**config.mk**
```make
export PLATFORM = sky130hd
export DESIGN_NAME = pmm3_bank
export DESIGN_NICKNAME = d
export VERILOG_FILES = /design/src/rtl/pmm3_pkg.sv /design/src/rtl/pmm3_bank.sv /design/src/rtl/pmm3_debounce.sv
export SDC_FILE = /design/constraint.sdc
export NUM_CORES = 1
export LEC_CHECK = 0
export ABC_AREA = 1
export BUFFER_PORTS_ARGS = -buffer_cell sky130_fd_sc_hd__buf_4
export CORE_UTILIZATION = 59
export DETAILED_ROUTE_END_ITERATION = 10
export GPL_ROUTABILITY_DRIVEN = 1
export MAX_ROUTING_LAYER = met4
export PLACE_DENSITY_LB_ADDON = 0.25
export SYNTH_ARGS = -nofsm -noshare
export SYNTH_HDL_FRONTEND = slang
export SYNTH_SLANG_ARGS = --single-unit
```
**constraint.sdc**
```tcl
create_clock -name CLK -period 3.9 [get_ports CLK]
set_input_delay 0.195 -clock CLK [delete_from_list [all_inputs] [get_ports CLK]]
set_output_delay 0.195 -clock CLK [all_outputs]
set_load 0.01 [all_outputs]
```
**src/rtl/pmm3_pkg.sv**
```systemverilog
// Constants and types for the mode-3 configuration and reset-cause bank
// Operation
// RULE_01: Part-0 bit 7 requests ship mode in mode 3; resets to 0.
// RULE_02: Part-0 bit 6 picks mode source: 0 software bits, 1 mode pins.
// RULE_03: Core buck code: 0.5 V plus 25 mV steps to 1.5 V; 63 is 1.8 V.
// RULE_04: Part-1 bit 6 at 0 makes button falling edge return to mode 0.
// RULE_05: Part-1 bit 5 adds 1.2 V to the system buck output.
// RULE_06: System buck code: 1.5 V plus 25 mV steps, saturates at 2.1 V.
// RULE_07: Always-on regulator code in bits 7:4: 1.7 V to 1.9 V, resets 0100.
// RULE_08: Part-2 bits 3..0 enable core buck, system buck, aon, system LDO.
// RULE_09: Watchdog field bits 7:6: off, 16 s, 32 s, 64 s; resets off.
// RULE_10: Part-3 bit 5 adds 1.2 V to the system regulator output.
// RULE_11: System regulator code: 1.5 V plus 25 mV steps, saturates at 2.1 V.
// RULE_12: Reset-cause register at 0x71 tells software why supplies cycled.
// RULE_13: Ship-exit flag survives ship cycling; other cause flags clear.
// RULE_14: Bit 7 shows button level; low debounced 5 ms, high instant.
// RULE_15: Bit 4 set on thermal shutdown exit; write 1 clears.
// RULE_16: Bit 3 set on ship mode exit; write 1 clears.
// RULE_17: Bit 2 set after software reset command; write 1 clears.
// RULE_18: Bit 1 set after watchdog reset, which keeps all settings.
// RULE_19: Bit 0 set after long button press reset; write 1 clears.
// RULE_20: Mode-3 fields drive rails and watchdog only while mode 3 active.
`default_nettype none
package pmm3_pkg;
  // ----------------------------------------------------------------
  // Register map
  // ----------------------------------------------------------------
  localparam logic [7:0] ADDR_PART0 = 8'h2E;
  localparam logic [7:0] ADDR_PART1 = 8'h2F;
  localparam logic [7:0] ADDR_PART2 = 8'h30;
  localparam logic [7:0] ADDR_PART3 = 8'h31;
  localparam logic [7:0] ADDR_CAUSE = 8'h71;
  localparam logic [7:0] RST_PART0 = 8'h1C;
  localparam logic [7:0] RST_PART1 = 8'h4C;
  localparam logic [7:0] RST_PART2 = 8'h4F;
  localparam logic [7:0] RST_PART3 = 8'h0C;
  localparam logic [4:0] RST_FLAGS = 5'h00;
  // Field positions
  localparam int BIT_SHIP = 7;
  localparam int BIT_SRC_PINS = 6;
  localparam int BIT_BTN_KEEP = 6;
  localparam int BIT_HIGH_RANGE = 5;
  localparam int BIT_BTN_LEVEL = 7;
  localparam int FLAG_THERMAL = 4;
  localparam int FLAG_SHIP = 3;
  localparam int FLAG_SOFT = 2;
  localparam int FLAG_WDOG = 1;
  localparam int FLAG_LONG = 0;
  localparam logic [1:0] MODE_THREE = 2'h3;
  // ----------------------------------------------------------------
  // Output voltage scales in millivolts
  // ----------------------------------------------------------------
  localparam logic [11:0] STEP_MV = 12'h019;
  localparam logic [11:0] CORE_BASE_MV = 12'h1F4;
  localparam logic [11:0] CORE_TOP_MV = 12'h5DC;
  localparam logic [11:0] CORE_BOOST_MV = 12'h708;
  localparam logic [5:0] CORE_TOP_CODE = 6'h28;
  localparam logic [5:0] CORE_BOOST_CODE = 6'h3F;
  localparam logic [11:0] SYS_BASE_MV = 12'h5DC;
  localparam logic [4:0] SYS_TOP_CODE = 5'h18;
  localparam logic [11:0] OFFSET_MV = 12'h4B0;
  localparam logic [11:0] AON_BASE_MV = 12'h6A4;
  localparam logic [3:0] AON_TOP_CODE = 4'h8;
  // ----------------------------------------------------------------
  // Timing
  // ----------------------------------------------------------------
  localparam int CLK_HZ = 40_000_000;
  localparam int DEBOUNCE_MS = 5;
  localparam int DEBOUNCE_CYCLES = DEBOUNCE_MS * (CLK_HZ / 1000);
  localparam int DEB_W = 18;
  // ----------------------------------------------------------------
  // Carriers
  // ----------------------------------------------------------------
  typedef struct packed {
    logic thermal_exit;
    logic ship_exit;
    logic soft_reset;
    logic watchdog_reset;
    logic long_press;
    logic ship_cycle;
  } pmm3_evt_s;
  typedef struct packed {
    logic [11:0] core_mv;
    logic [11:0] sys_buck_mv;
    logic [11:0] aon_mv;
    logic [11:0] sys_ldo_mv;
    logic [3:0] en;
  } pmm3_rail_s;
endpackage
`default_nettype wire

```
**src/rtl/pmm3_bank.sv**
```systemverilog
// Mode-3 configuration registers and reset-cause monitor
`default_nettype none
module pmm3_bank #(
  parameter int unsigned DEBOUNCE_CYCLES = pmm3_pkg::DEBOUNCE_CYCLES
) (
  // Clock and reset
  input wire logic CLK,
  input wire logic RST,
  // Register port from the serial target
  input wire logic REG_WR,
  input wire logic REG_RD,
  input wire logic [7:0] REG_ADDR,
  input wire logic [7:0] REG_WDATA,
  output logic [7:0] REG_RDATA,
  output logic REG_RVALID,
  // Device state and events
  input wire logic [1:0] ACTIVE_MODE,
  input wire pmm3_pkg::pmm3_evt_s EVENTS,
  input wire logic BUTTON_PIN,
  input wire logic MODE_PIN_LOW,
  input wire logic MODE_PIN_HIGH,
  input wire logic MODE_BIT_LOW_SW,
  input wire logic MODE_BIT_HIGH_SW,
  // Controls toward the power stage
  output pmm3_pkg::pmm3_rail_s RAILS,
  output logic SHIP_REQ,
  output logic [1:0] MODE_REQ,
  output logic MODE0_REQ,
  output logic [1:0] WATCHDOG_PERIOD
);
  // ----------------------------------------------------------------
  // State
  // ----------------------------------------------------------------
  typedef struct packed {
    logic [7:0] part0;
    logic [7:0] part1;
    logic [7:0] part2;
    logic [7:0] part3;
    logic [4:0] flags;
    logic btn_prev;
    logic [7:0] rdata;
    logic rvalid;
    pmm3_pkg::pmm3_rail_s rails;
    logic ship;
    logic [1:0] mode_req;
    logic mode0;
    logic [1:0] wdog;
  } pmm3_state_s;

  pmm3_state_s st_r;
  pmm3_state_s st_nxt;
  logic btn_level;
  logic mode3;
  logic defaults;
  logic [4:0] sets;
  logic [4:0] clears;
  logic [7:0] cause_view;

  // ----------------------------------------------------------------
  // Button filter
  // ----------------------------------------------------------------
  pmm3_debounce #(
    .LOW_CYCLES(DEBOUNCE_CYCLES)
  ) u_deb (
    .clk(CLK),
    .rst(RST),
    .raw(BUTTON_PIN),
    .level(btn_level)
  );

  // ----------------------------------------------------------------
  // Voltage decoders
  // ----------------------------------------------------------------
  // Core buck: linear up to the top code, flat above, one boost code
  function automatic logic [11:0] core_mv(input logic [5:0] code);
    logic [11:0] v;
    v = pmm3_pkg::CORE_TOP_MV;
    if (code == pmm3_pkg::CORE_BOOST_CODE) begin
      v = pmm3_pkg::CORE_BOOST_MV; // RULE_03
    end else if (code <= pmm3_pkg::CORE_TOP_CODE) begin
      v = pmm3_pkg::CORE_BASE_MV + 12'(code) * pmm3_pkg::STEP_MV; // RULE_03
    end
    return v;
  endfunction

  // System rails share one scale; the offset shifts the whole range
  function automatic logic [11:0] sys_mv(input logic [4:0] code, input logic hi);
    logic [4:0] c;
    logic [11:0] v;
    c = (code > pmm3_pkg::SYS_TOP_CODE) ? pmm3_pkg::SYS_TOP_CODE : code;
    v = pmm3_pkg::SYS_BASE_MV + 12'(c) * pmm3_pkg::STEP_MV;
    if (hi) begin
      v = v + pmm3_pkg::OFFSET_MV;
    end
    return v;
  endfunction

  // Always-on regulator saturates at its top code
  function automatic logic [11:0] aon_mv(input logic [3:0] code);
    logic [3:0] c;
    c = (code > pmm3_pkg::AON_TOP_CODE) ? pmm3_pkg::AON_TOP_CODE : code;
    return pmm3_pkg::AON_BASE_MV + 12'(c) * pmm3_pkg::STEP_MV; // RULE_07
  endfunction

  // ----------------------------------------------------------------
  // Event decode
  // ----------------------------------------------------------------
  // Every cause except the watchdog reloads all four parts
  assign mode3 = (ACTIVE_MODE == pmm3_pkg::MODE_THREE);
  assign defaults = EVENTS.thermal_exit | EVENTS.ship_exit
                  | EVENTS.soft_reset | EVENTS.long_press; // RULE_18

  // Cause flags, one bit each
  always_comb begin
    sets = '0;
    sets[pmm3_pkg::FLAG_THERMAL] = EVENTS.thermal_exit; // RULE_15
    sets[pmm3_pkg::FLAG_SHIP] = EVENTS.ship_exit; // RULE_16
    sets[pmm3_pkg::FLAG_SOFT] = EVENTS.soft_reset; // RULE_17
    sets[pmm3_pkg::FLAG_WDOG] = EVENTS.watchdog_reset; // RULE_18
    sets[pmm3_pkg::FLAG_LONG] = EVENTS.long_press; // RULE_19
  end

  // Write-one-to-clear plus ship cycling, which clears every flag but the ship flag
  always_comb begin
    clears = '0;
    if (REG_WR && REG_ADDR == pmm3_pkg::ADDR_CAUSE) begin
      clears = REG_WDATA[4:0];
    end
    if (EVENTS.ship_cycle) begin
      clears = clears | ~(5'h01 << pmm3_pkg::FLAG_SHIP); // RULE_13
    end
  end

  // Live view of the cause register; reserved bits read zero
  assign cause_view = {btn_level, 2'b00, st_r.flags}; // RULE_14

  // ----------------------------------------------------------------
  // Next state
  // ----------------------------------------------------------------
  always_comb begin
    st_nxt = st_r;
    st_nxt.rvalid = 1'b0;
    st_nxt.mode0 = 1'b0;
    st_nxt.btn_prev = btn_level;
    // Register writes, then a default reload that overrides them
    if (REG_WR) begin
      if (REG_ADDR == pmm3_pkg::ADDR_PART0) begin
        st_nxt.part0 = REG_WDATA;
      end else if (REG_ADDR == pmm3_pkg::ADDR_PART1) begin
        st_nxt.part1 = REG_WDATA;
      end else if (REG_ADDR == pmm3_pkg::ADDR_PART2) begin
        st_nxt.part2 = REG_WDATA;
      end else if (REG_ADDR == pmm3_pkg::ADDR_PART3) begin
        st_nxt.part3 = REG_WDATA;
      end
    end
    if (defaults) begin
      st_nxt.part0 = pmm3_pkg::RST_PART0; // RULE_01
      st_nxt.part1 = pmm3_pkg::RST_PART1; // RULE_04
      st_nxt.part2 = pmm3_pkg::RST_PART2; // RULE_08
      st_nxt.part3 = pmm3_pkg::RST_PART3; // RULE_09
    end
    // Set beats clear so no cause is lost in the clearing cycle
    st_nxt.flags = (st_r.flags & ~clears) | sets; // RULE_15
    // Read data is registered; unmapped addresses answer zero
    if (REG_RD) begin
      st_nxt.rvalid = 1'b1;
      if (REG_ADDR == pmm3_pkg::ADDR_PART0) begin
        st_nxt.rdata = st_r.part0;
      end else if (REG_ADDR == pmm3_pkg::ADDR_PART1) begin
        st_nxt.rdata = st_r.part1;
      end else if (REG_ADDR == pmm3_pkg::ADDR_PART2) begin
        st_nxt.rdata = st_r.part2;
      end else if (REG_ADDR == pmm3_pkg::ADDR_PART3) begin
        st_nxt.rdata = st_r.part3;
      end else if (REG_ADDR == pmm3_pkg::ADDR_CAUSE) begin
        st_nxt.rdata = cause_view; // RULE_12
      end else begin
        st_nxt.rdata = 8'h00;
      end
    end
    // Controls follow the stored fields only while mode 3 is active
    if (mode3) begin
      st_nxt.ship = st_r.part0[pmm3_pkg::BIT_SHIP]; // RULE_01
      if (st_r.part0[pmm3_pkg::BIT_SRC_PINS]) begin
        st_nxt.mode_req = {MODE_PIN_HIGH, MODE_PIN_LOW}; // RULE_02
      end else begin
        st_nxt.mode_req = {MODE_BIT_HIGH_SW, MODE_BIT_LOW_SW}; // RULE_02
      end
      st_nxt.rails.core_mv = core_mv(st_r.part0[5:0]); // RULE_03
      st_nxt.rails.sys_buck_mv = sys_mv(st_r.part1[4:0],
        st_r.part1[pmm3_pkg::BIT_HIGH_RANGE]); // RULE_05 RULE_06
      st_nxt.rails.aon_mv = aon_mv(st_r.part2[7:4]); // RULE_07
      st_nxt.rails.en = st_r.part2[3:0]; // RULE_08
      st_nxt.rails.sys_ldo_mv = sys_mv(st_r.part3[4:0],
        st_r.part3[pmm3_pkg::BIT_HIGH_RANGE]); // RULE_10 RULE_11
      st_nxt.wdog = st_r.part3[7:6]; // RULE_09
      // Filtered falling edge asks for mode 0 unless told to stay
      st_nxt.mode0 = st_r.btn_prev & ~btn_level
                   & ~st_r.part1[pmm3_pkg::BIT_BTN_KEEP]; // RULE_04
    end else begin
      st_nxt.ship = 1'b0; // RULE_20
      st_nxt.mode_req = 2'h0;
      st_nxt.rails = '0;
      st_nxt.wdog = 2'h0;
    end
  end

  // ----------------------------------------------------------------
  // State register
  // ----------------------------------------------------------------
  always_ff @(posedge CLK) begin
    if (RST) begin
      st_r <= '0;
      st_r.part0 <= pmm3_pkg::RST_PART0;
      st_r.part1 <= pmm3_pkg::RST_PART1;
      st_r.part2 <= pmm3_pkg::RST_PART2;
      st_r.part3 <= pmm3_pkg::RST_PART3;
      st_r.flags <= pmm3_pkg::RST_FLAGS;
      st_r.btn_prev <= 1'b1;
    end else begin
      st_r <= st_nxt;
    end
  end

  // ----------------------------------------------------------------
  // Outputs, all straight from the state register
  // ----------------------------------------------------------------
  assign REG_RDATA = st_r.rdata;
  assign REG_RVALID = st_r.rvalid;
  assign RAILS = st_r.rails;
  assign SHIP_REQ = st_r.ship;
  assign MODE_REQ = st_r.mode_req;
  assign MODE0_REQ = st_r.mode0;
  assign WATCHDOG_PERIOD = st_r.wdog;
endmodule
`default_nettype wire

```
**src/rtl/pmm3_debounce.sv**
```systemverilog
// Button level filter: low must persist, high passes at once
`default_nettype none
module pmm3_debounce #(
  parameter int unsigned LOW_CYCLES = 200000
) (
  // Clock and reset
  input wire logic clk,
  input wire logic rst,
  // Raw and filtered level
  input wire logic raw,
  output logic level
);
  typedef struct packed {
    logic [pmm3_pkg::DEB_W-1:0] cnt;
    logic lvl;
  } pmm3_deb_s;
  typedef logic [pmm3_pkg::DEB_W-1:0] pmm3_cnt_t;
  localparam pmm3_cnt_t LIMIT = pmm3_cnt_t'(LOW_CYCLES - 1);
  pmm3_deb_s st_r;
  pmm3_deb_s st_nxt;
  // High releases the filter instantly, low is counted out
  always_comb begin
    st_nxt = st_r;
    if (raw) begin
      st_nxt.cnt = '0;
      st_nxt.lvl = 1'b1; // RULE_14
    end else if (st_r.lvl) begin
      if (st_r.cnt >= LIMIT) begin
        st_nxt.lvl = 1'b0; // RULE_14
      end else begin
        st_nxt.cnt = st_r.cnt + pmm3_cnt_t'(1);
      end
    end
  end
  // Level resets high so a held button is not seen before its delay
  always_ff @(posedge clk) begin
    if (rst) begin
      st_r <= '{cnt: '0, lvl: 1'b1};
    end else begin
      st_r <= st_nxt;
    end
  end
  assign level = st_r.lvl;
endmodule
`default_nettype wire

```
After elaboration in Yosys (flattened, before gate mapping)

Index checks and enable logic that the tools add are counted.

Flip-flop bits (word level): 124
Bits of input ports: 33
Output and inout port bits: 67
Logic and storage cells: 89

$add $sub $neg: 7
Multipliers: 4
Magnitude comparators: 5
Eq/ne operators: 7
Muxes and demuxes: 18
Bitwise logic cells: 16
Reductions and logical operators: 11

Operators with widths:

| kind                                                                  | number |
|---|---|
| 8-bit two-way mux                                                     | 5 |
| 8-bit by 6-bit equality test with 1-bit output, second input constant | 4 |
| 11-bit by 10-bit adder with 12-bit output, first input constant       | 2 |
| 12-bit by 11-bit adder with 12-bit output, second input constant      | 2 |
| 12-bit two-way mux                                                    | 2 |
| 11-bit two-way mux                                                    | 2 |
| 5-bit by 5-bit multiplier with 10-bit output, second input constant   | 2 |
| 5-bit two-way mux                                                     | 4 |
| 18-bit by 1-bit adder with 18-bit output, second input constant       | 1 |
| 18-bit greater-or-equal comparator, second input constant             | 1 |
| 11-bit by 9-bit adder with 12-bit output, first input constant        | 1 |
| 9-bit by 11-bit adder with 12-bit output, first input constant        | 1 |
| 6-bit by 5-bit multiplier with 11-bit output, second input constant   | 1 |
| 5-bit > comparator, second input constant                             | 2 |
| 4-bit by 5-bit multiplier with 9-bit output, second input constant    | 1 |
| 8-bit by 7-bit equality test with 1-bit output, second input constant | 1 |
| 1-bit inverter                                                        | 8 |
| 6-bit equality test, second input constant                            | 1 |
| 6-bit <= comparator, second input constant                            | 1 |
| 2-bit OR reduction                                                    | 3 |
| 5-bit AND                                                             | 1 |
| 5-bit inverter                                                        | 1 |
| 5-bit bitwise OR                                                      | 1 |
| 5-bit AND reduction                                                   | 1 |
| 13 further kinds                                                      | 19 |

Longest topological paths before layout

Depth in word-level cells: 7
Gate-level depth with buffers: 21
Gate-level depth less buffers: 21

Hierarchy

Synthesis repeated with hierarchy kept, for this count alone.

Cells, all modules: 1043
Area total of the unflattened synthesis: 7822.5 um2

By module, submodules not included:

| module        | instances | cells an instance | area an instance (um2) | seq. area each (um2) |
|---|---|---|---|---|
| pmm3_bank     | 1         | 837               | 6512.5                 | 2102.0 |
| pmm3_debounce | 1         | 206               | 1310.0                 | 380.4 |

Least setup slack after synthesis

OpenSTA, ideal clock, no wires.

Kind: flip-flop to flip-flop
From: register st_r[92] (netlist name)
To: register st_r (netlist bit RAILS[38])
Library setup time: 0.116 ns
Arrival time: 3.277 ns
Required time: 3.784 ns
Setup slack: 0.507 ns
Cell stages (with the launch flop): 15
Path buffers: 0
Clock period less this slack: 3.393 ns
Cells stage by stage: dfxtp_1 ha_1 inv_1 a31oi_1 nor2_1 ha_1 ha_1 ha_1 inv_1 fa_1 ha_1 o21ai_0 nand3_1 a21boi_0 nor2_1

Cells in the longest elaborated chain, start to end: 6

Ends and longest elaborated chain:

| item                                             | RTL line         | source |
|---|---|---|
| from (decl)                                      | pmm3_bank.sv:50  | `pmm3_state_s st_r;` |
| from (signal assigned)                           | pmm3_bank.sv:222 | `st_r <= st_nxt;` |
| 5-bit > comparator                               | pmm3_bank.sv:90  | `c = (code > pmm3_pkg::SYS_TOP_CODE) ? pmm3_pkg::SYS_TOP_CODE : code;` |
| 5-bit two-way mux (*)                            | pmm3_bank.sv:90  |  |
| 5-bit by 5-bit multiplier with 10-bit output (*) | pmm3_bank.sv:91  | `v = pmm3_pkg::SYS_BASE_MV + 12'(c) * pmm3_pkg::STEP_MV;` |
| 11-bit by 10-bit adder with 12-bit output (*)    | pmm3_bank.sv:91  |  |
| 12-bit by 11-bit adder with 12-bit output        | pmm3_bank.sv:93  | `v = v + pmm3_pkg::OFFSET_MV;` |
| 12-bit two-way mux (*)                           | pmm3_bank.sv:92  | `if (hi) begin` |

Every way passes the cells marked *; elsewhere a longest branch is shown, timed or not.
A chain may end at the register's enable or synchronous reset.

Final worst setup path

From: register st_r[77] (netlist name)
To: register st_r (netlist bit RAILS[14])

Same word-level chain as after synthesis.

==> results.py <==
metrics = {
    "logic_synthesis": {
        "ys.flop_type": "dfxtp_1",
        "syn_inst": 997,
        "ys_types": 45,
        "postSynthAreaPerCell_um2": 7.68,
        "ys_ff_latch": 124,
        "synthArstFlopShare": 0,
        "syn_nets": 1124,
        "synth_edf_count": 0,
        "synth_sequential_area_ratio": 0.324,
        "syn_area_um2": 7660,
        "yosysWarnings": 0,
    },
    "power_and_ir_drop": {
        "p_per_area_nw_per_um2": 350,
        "leakagePower_uw": 0.00420,
        "power.total_uw": 3050,
        "ir_worst_vdd_uv": 256,
    },
    "final_layout": {
        "fin_cells": 1218,
        "areaGrowthSynthToFinish_pct": 13.5,
        "final_cell_mix": "inv_1 (136), nand2_1 (132), dfxtp_1 (121)",
        "mostFrequentLayoutCell": "inv_1",
        "diodes": 0,
        "drive_gt1_frac": 0.159,
        "nets": 1160,
        "final_cell_area_um2": 8700,
        "fillers": 1067,
    },
    "global_route": {
        "grt_antenna_before_repair": 0,
        "grt_pass1_vias": 6062,
        "grt_first_pass_wirelength_um": 28000,
        "grt_overflow": 0,
        "grt_start_max_net_pins": 34,
        "grt_use_total": 0.278,
    },
    "timing": {
        "worst_pin_slew_ns": 0.799,
        "hold-worst-slack_ns": 0.00903,
        "fin_crit_sh": 0.916,
        "fmax_ghz": 0.280,
        "drv_slew": 0,
        "setup_viol": 0,
        "relSlewSlack": 0.467,
        "fin_tns_setup_ns": 0,
        "skew_ns": 0.00623,
        "min_period_ns": 3.57,
        "finalHoldViolations": 0,
    },
    "route": {
        "drc": 0,
        "ant_nets": 0,
        "vias": 6450,
        "met2_length_um": 7860,
        "routedWlPerCell_um": 13.9,
        "wirelength_um": 17000,
        "drt-vias-per-instance": 5.30,
        "met3WireLength_um": 1120,
        "drt_iter0_markers": 406,
        "first_pass_iters": 5,
        "met1_length_um": 7400,
        "routed.top_layer": "met4",
    },
    "place": {
        "place_hpwl_um": 12300,
        "io_buffers": 99,
        "placed_area_um2": 8030,
        "dp_cells": 1184,
        "gp_congestion": 0.929,
    },
    "worst_setup_path": {
        "reg2regPathDepth": 18,
        "cpMostUsedCell": "nand2_1",
        "crit_path_end_kind": "flop",
        "critPathRequiredTime_ns": 4.21,
        "slowest_delay_ns": 0.45,
        "critPathSlowestCell": "fa_1",
        "critical_path_class": "flop to flop",
        "cp_data_arrival_time_ns": 3.89,
        "path_max_fanout": 6,
        "critPathTopFamily": "adder cells",
        "start_kind": "flop",
        "cp_num_buf_inv": 3,
        "cp_num_cells": 18,
        "crit_path_cell_trace": "ha_1, inv_1, a31oi_2, nor2_1, ha_1, ha_1, ha_1, inv_1, fa_1, nand3b_1, nand2_1, nand2_1, nand2_1, inv_1, a31oi_1, nand2_1, nand2_1, nor2_1",
    },
    "hold_path": {
        "min_path_type": "input port to flop",
        "holdPathStages": 3,
    },
    "clocking": {
        "cts_tree": "done",
        "worstSkewPairLatency_ns": 0.42,
        "cts_root_buf": "clkbuf_16",
        "cts_buffers": 17,
        "cts_buffer_depth": 2,
        "path_clk_slew_ns": 0.06,
        "post-cts-setup-buffer-count": 0,
        "cts.sinks": 124,
        "htreeDepth": 4,
    },
    "floorplanning": {
        "die_y_um": 116,
        "core_area_um2": 12600,
        "die_w_um": 116,
        "boundaryPins": 100,
        "initial_core_util": 0.607,
        "die_area_um2": 13400,
        "std_cell_rows": 41,
    },
    "job": {
        "cap_violations": 0,
    },
    "run_status": {
        "status": "finished, final reports clean",
    },
}
[registers in the layout (all words and copies together) (netlist names)]
name             flops
REG_RDATA            8
SHIP_REQ             1
WATCHDOG_PERIOD      2
u_deb.st_r          18
cause_view           5
MODE0_REQ            1
st_r                33
u_deb.level          1
MODE_REQ             2
REG_RVALID           1
RAILS               52
[through the flow]
stage	util	setup slack, ns
finish	0.689	0.328
global route	0.689	-0.00327
CTS	0.687	0.121
detailed placement	0.637	0.159
global placement	0.637	0.287
floorplan	-	0.507
[metal layers]
metal  vias up  GRT usage
met5         -          -
met4         0      0.137
met3        52     0.0565
met2       238      0.434
met1      2895      0.341
li1       3265          -
[synthesized netlist by cell type, drive strengths merged, types with 4 or more instances]
| library cell | count | area, um2 |
|---|---|---|
| a21oi | 83 | 423 |
| buf | 73 | 556 |
| dfxtp | 124 | 2480 |
| o211ai | 7 | 52.6 |
| nand2 | 139 | 554 |
| xor2 | 14 | 123 |
| a211oi | 5 | 37.5 |
| nor3 | 27 | 190 |
| o21bai | 8 | 60.1 |
| nor2 | 102 | 424 |
| inv | 141 | 532 |
| ha | 86 | 1080 |
| o21ai | 60 | 300 |
| nand3b | 4 | 30.0 |
| nand4 | 11 | 68.8 |
| xnor2 | 9 | 78.8 |
| clkbuf | 14 | 52.6 |
| fa | 8 | 160 |
| nand3 | 64 | 325 |
| a31oi | 5 | 31.3 |
[final cells by class]
class,count,area [um2],area share
well taps,172,215,0.0247
multi-input cells,644,4060,0.467
clock inverters,10,138,0.0158
flip-flops and latches,124,2490,0.286
clock buffers,22,474,0.0545
repair buffers,104,786,0.0903
inverters,142,536,0.0616
[repair_timing]
action | 4_1_cts | 5_1_grt
gates resized for setup | 0 | 7
hold buffers | 2 | 0
endpoints found under the setup margin | 0 | 5
endpoints found under the hold margin | 2 | 0
[where the power goes]
part	internal (uW)	switching, uW
Combinational	49.7	71.4
Clock	1050	585
Sequential	1280	5.72
Total	2390	662
[tightest hold or removal path, stage by stage]
cell,delay (ns)
buf_4,0.09
a21oi_1,0.03
nor2_1,0.07
[worst paths after layout]
path	from	to	slack (ns)
worst min-delay path	EVENTS[4]	cause_view[3]	0.009
worst min register to register	st_r[67]	MODE0_REQ	0.44
worst max register to register	st_r[77]	RAILS[14]	0.33
worst max-delay path	st_r[77]	RAILS[14]	0.33
[kinds of logic after synthesis]
family / share of synthesized area
flops: 0.324
fa+ha+maj: 0.161
buf+inv: 0.149
xor+xnor: 0.0263
compound gates: 0.127
simple gates: 0.212
Note: power is estimated with default switching activity, not from simulation.
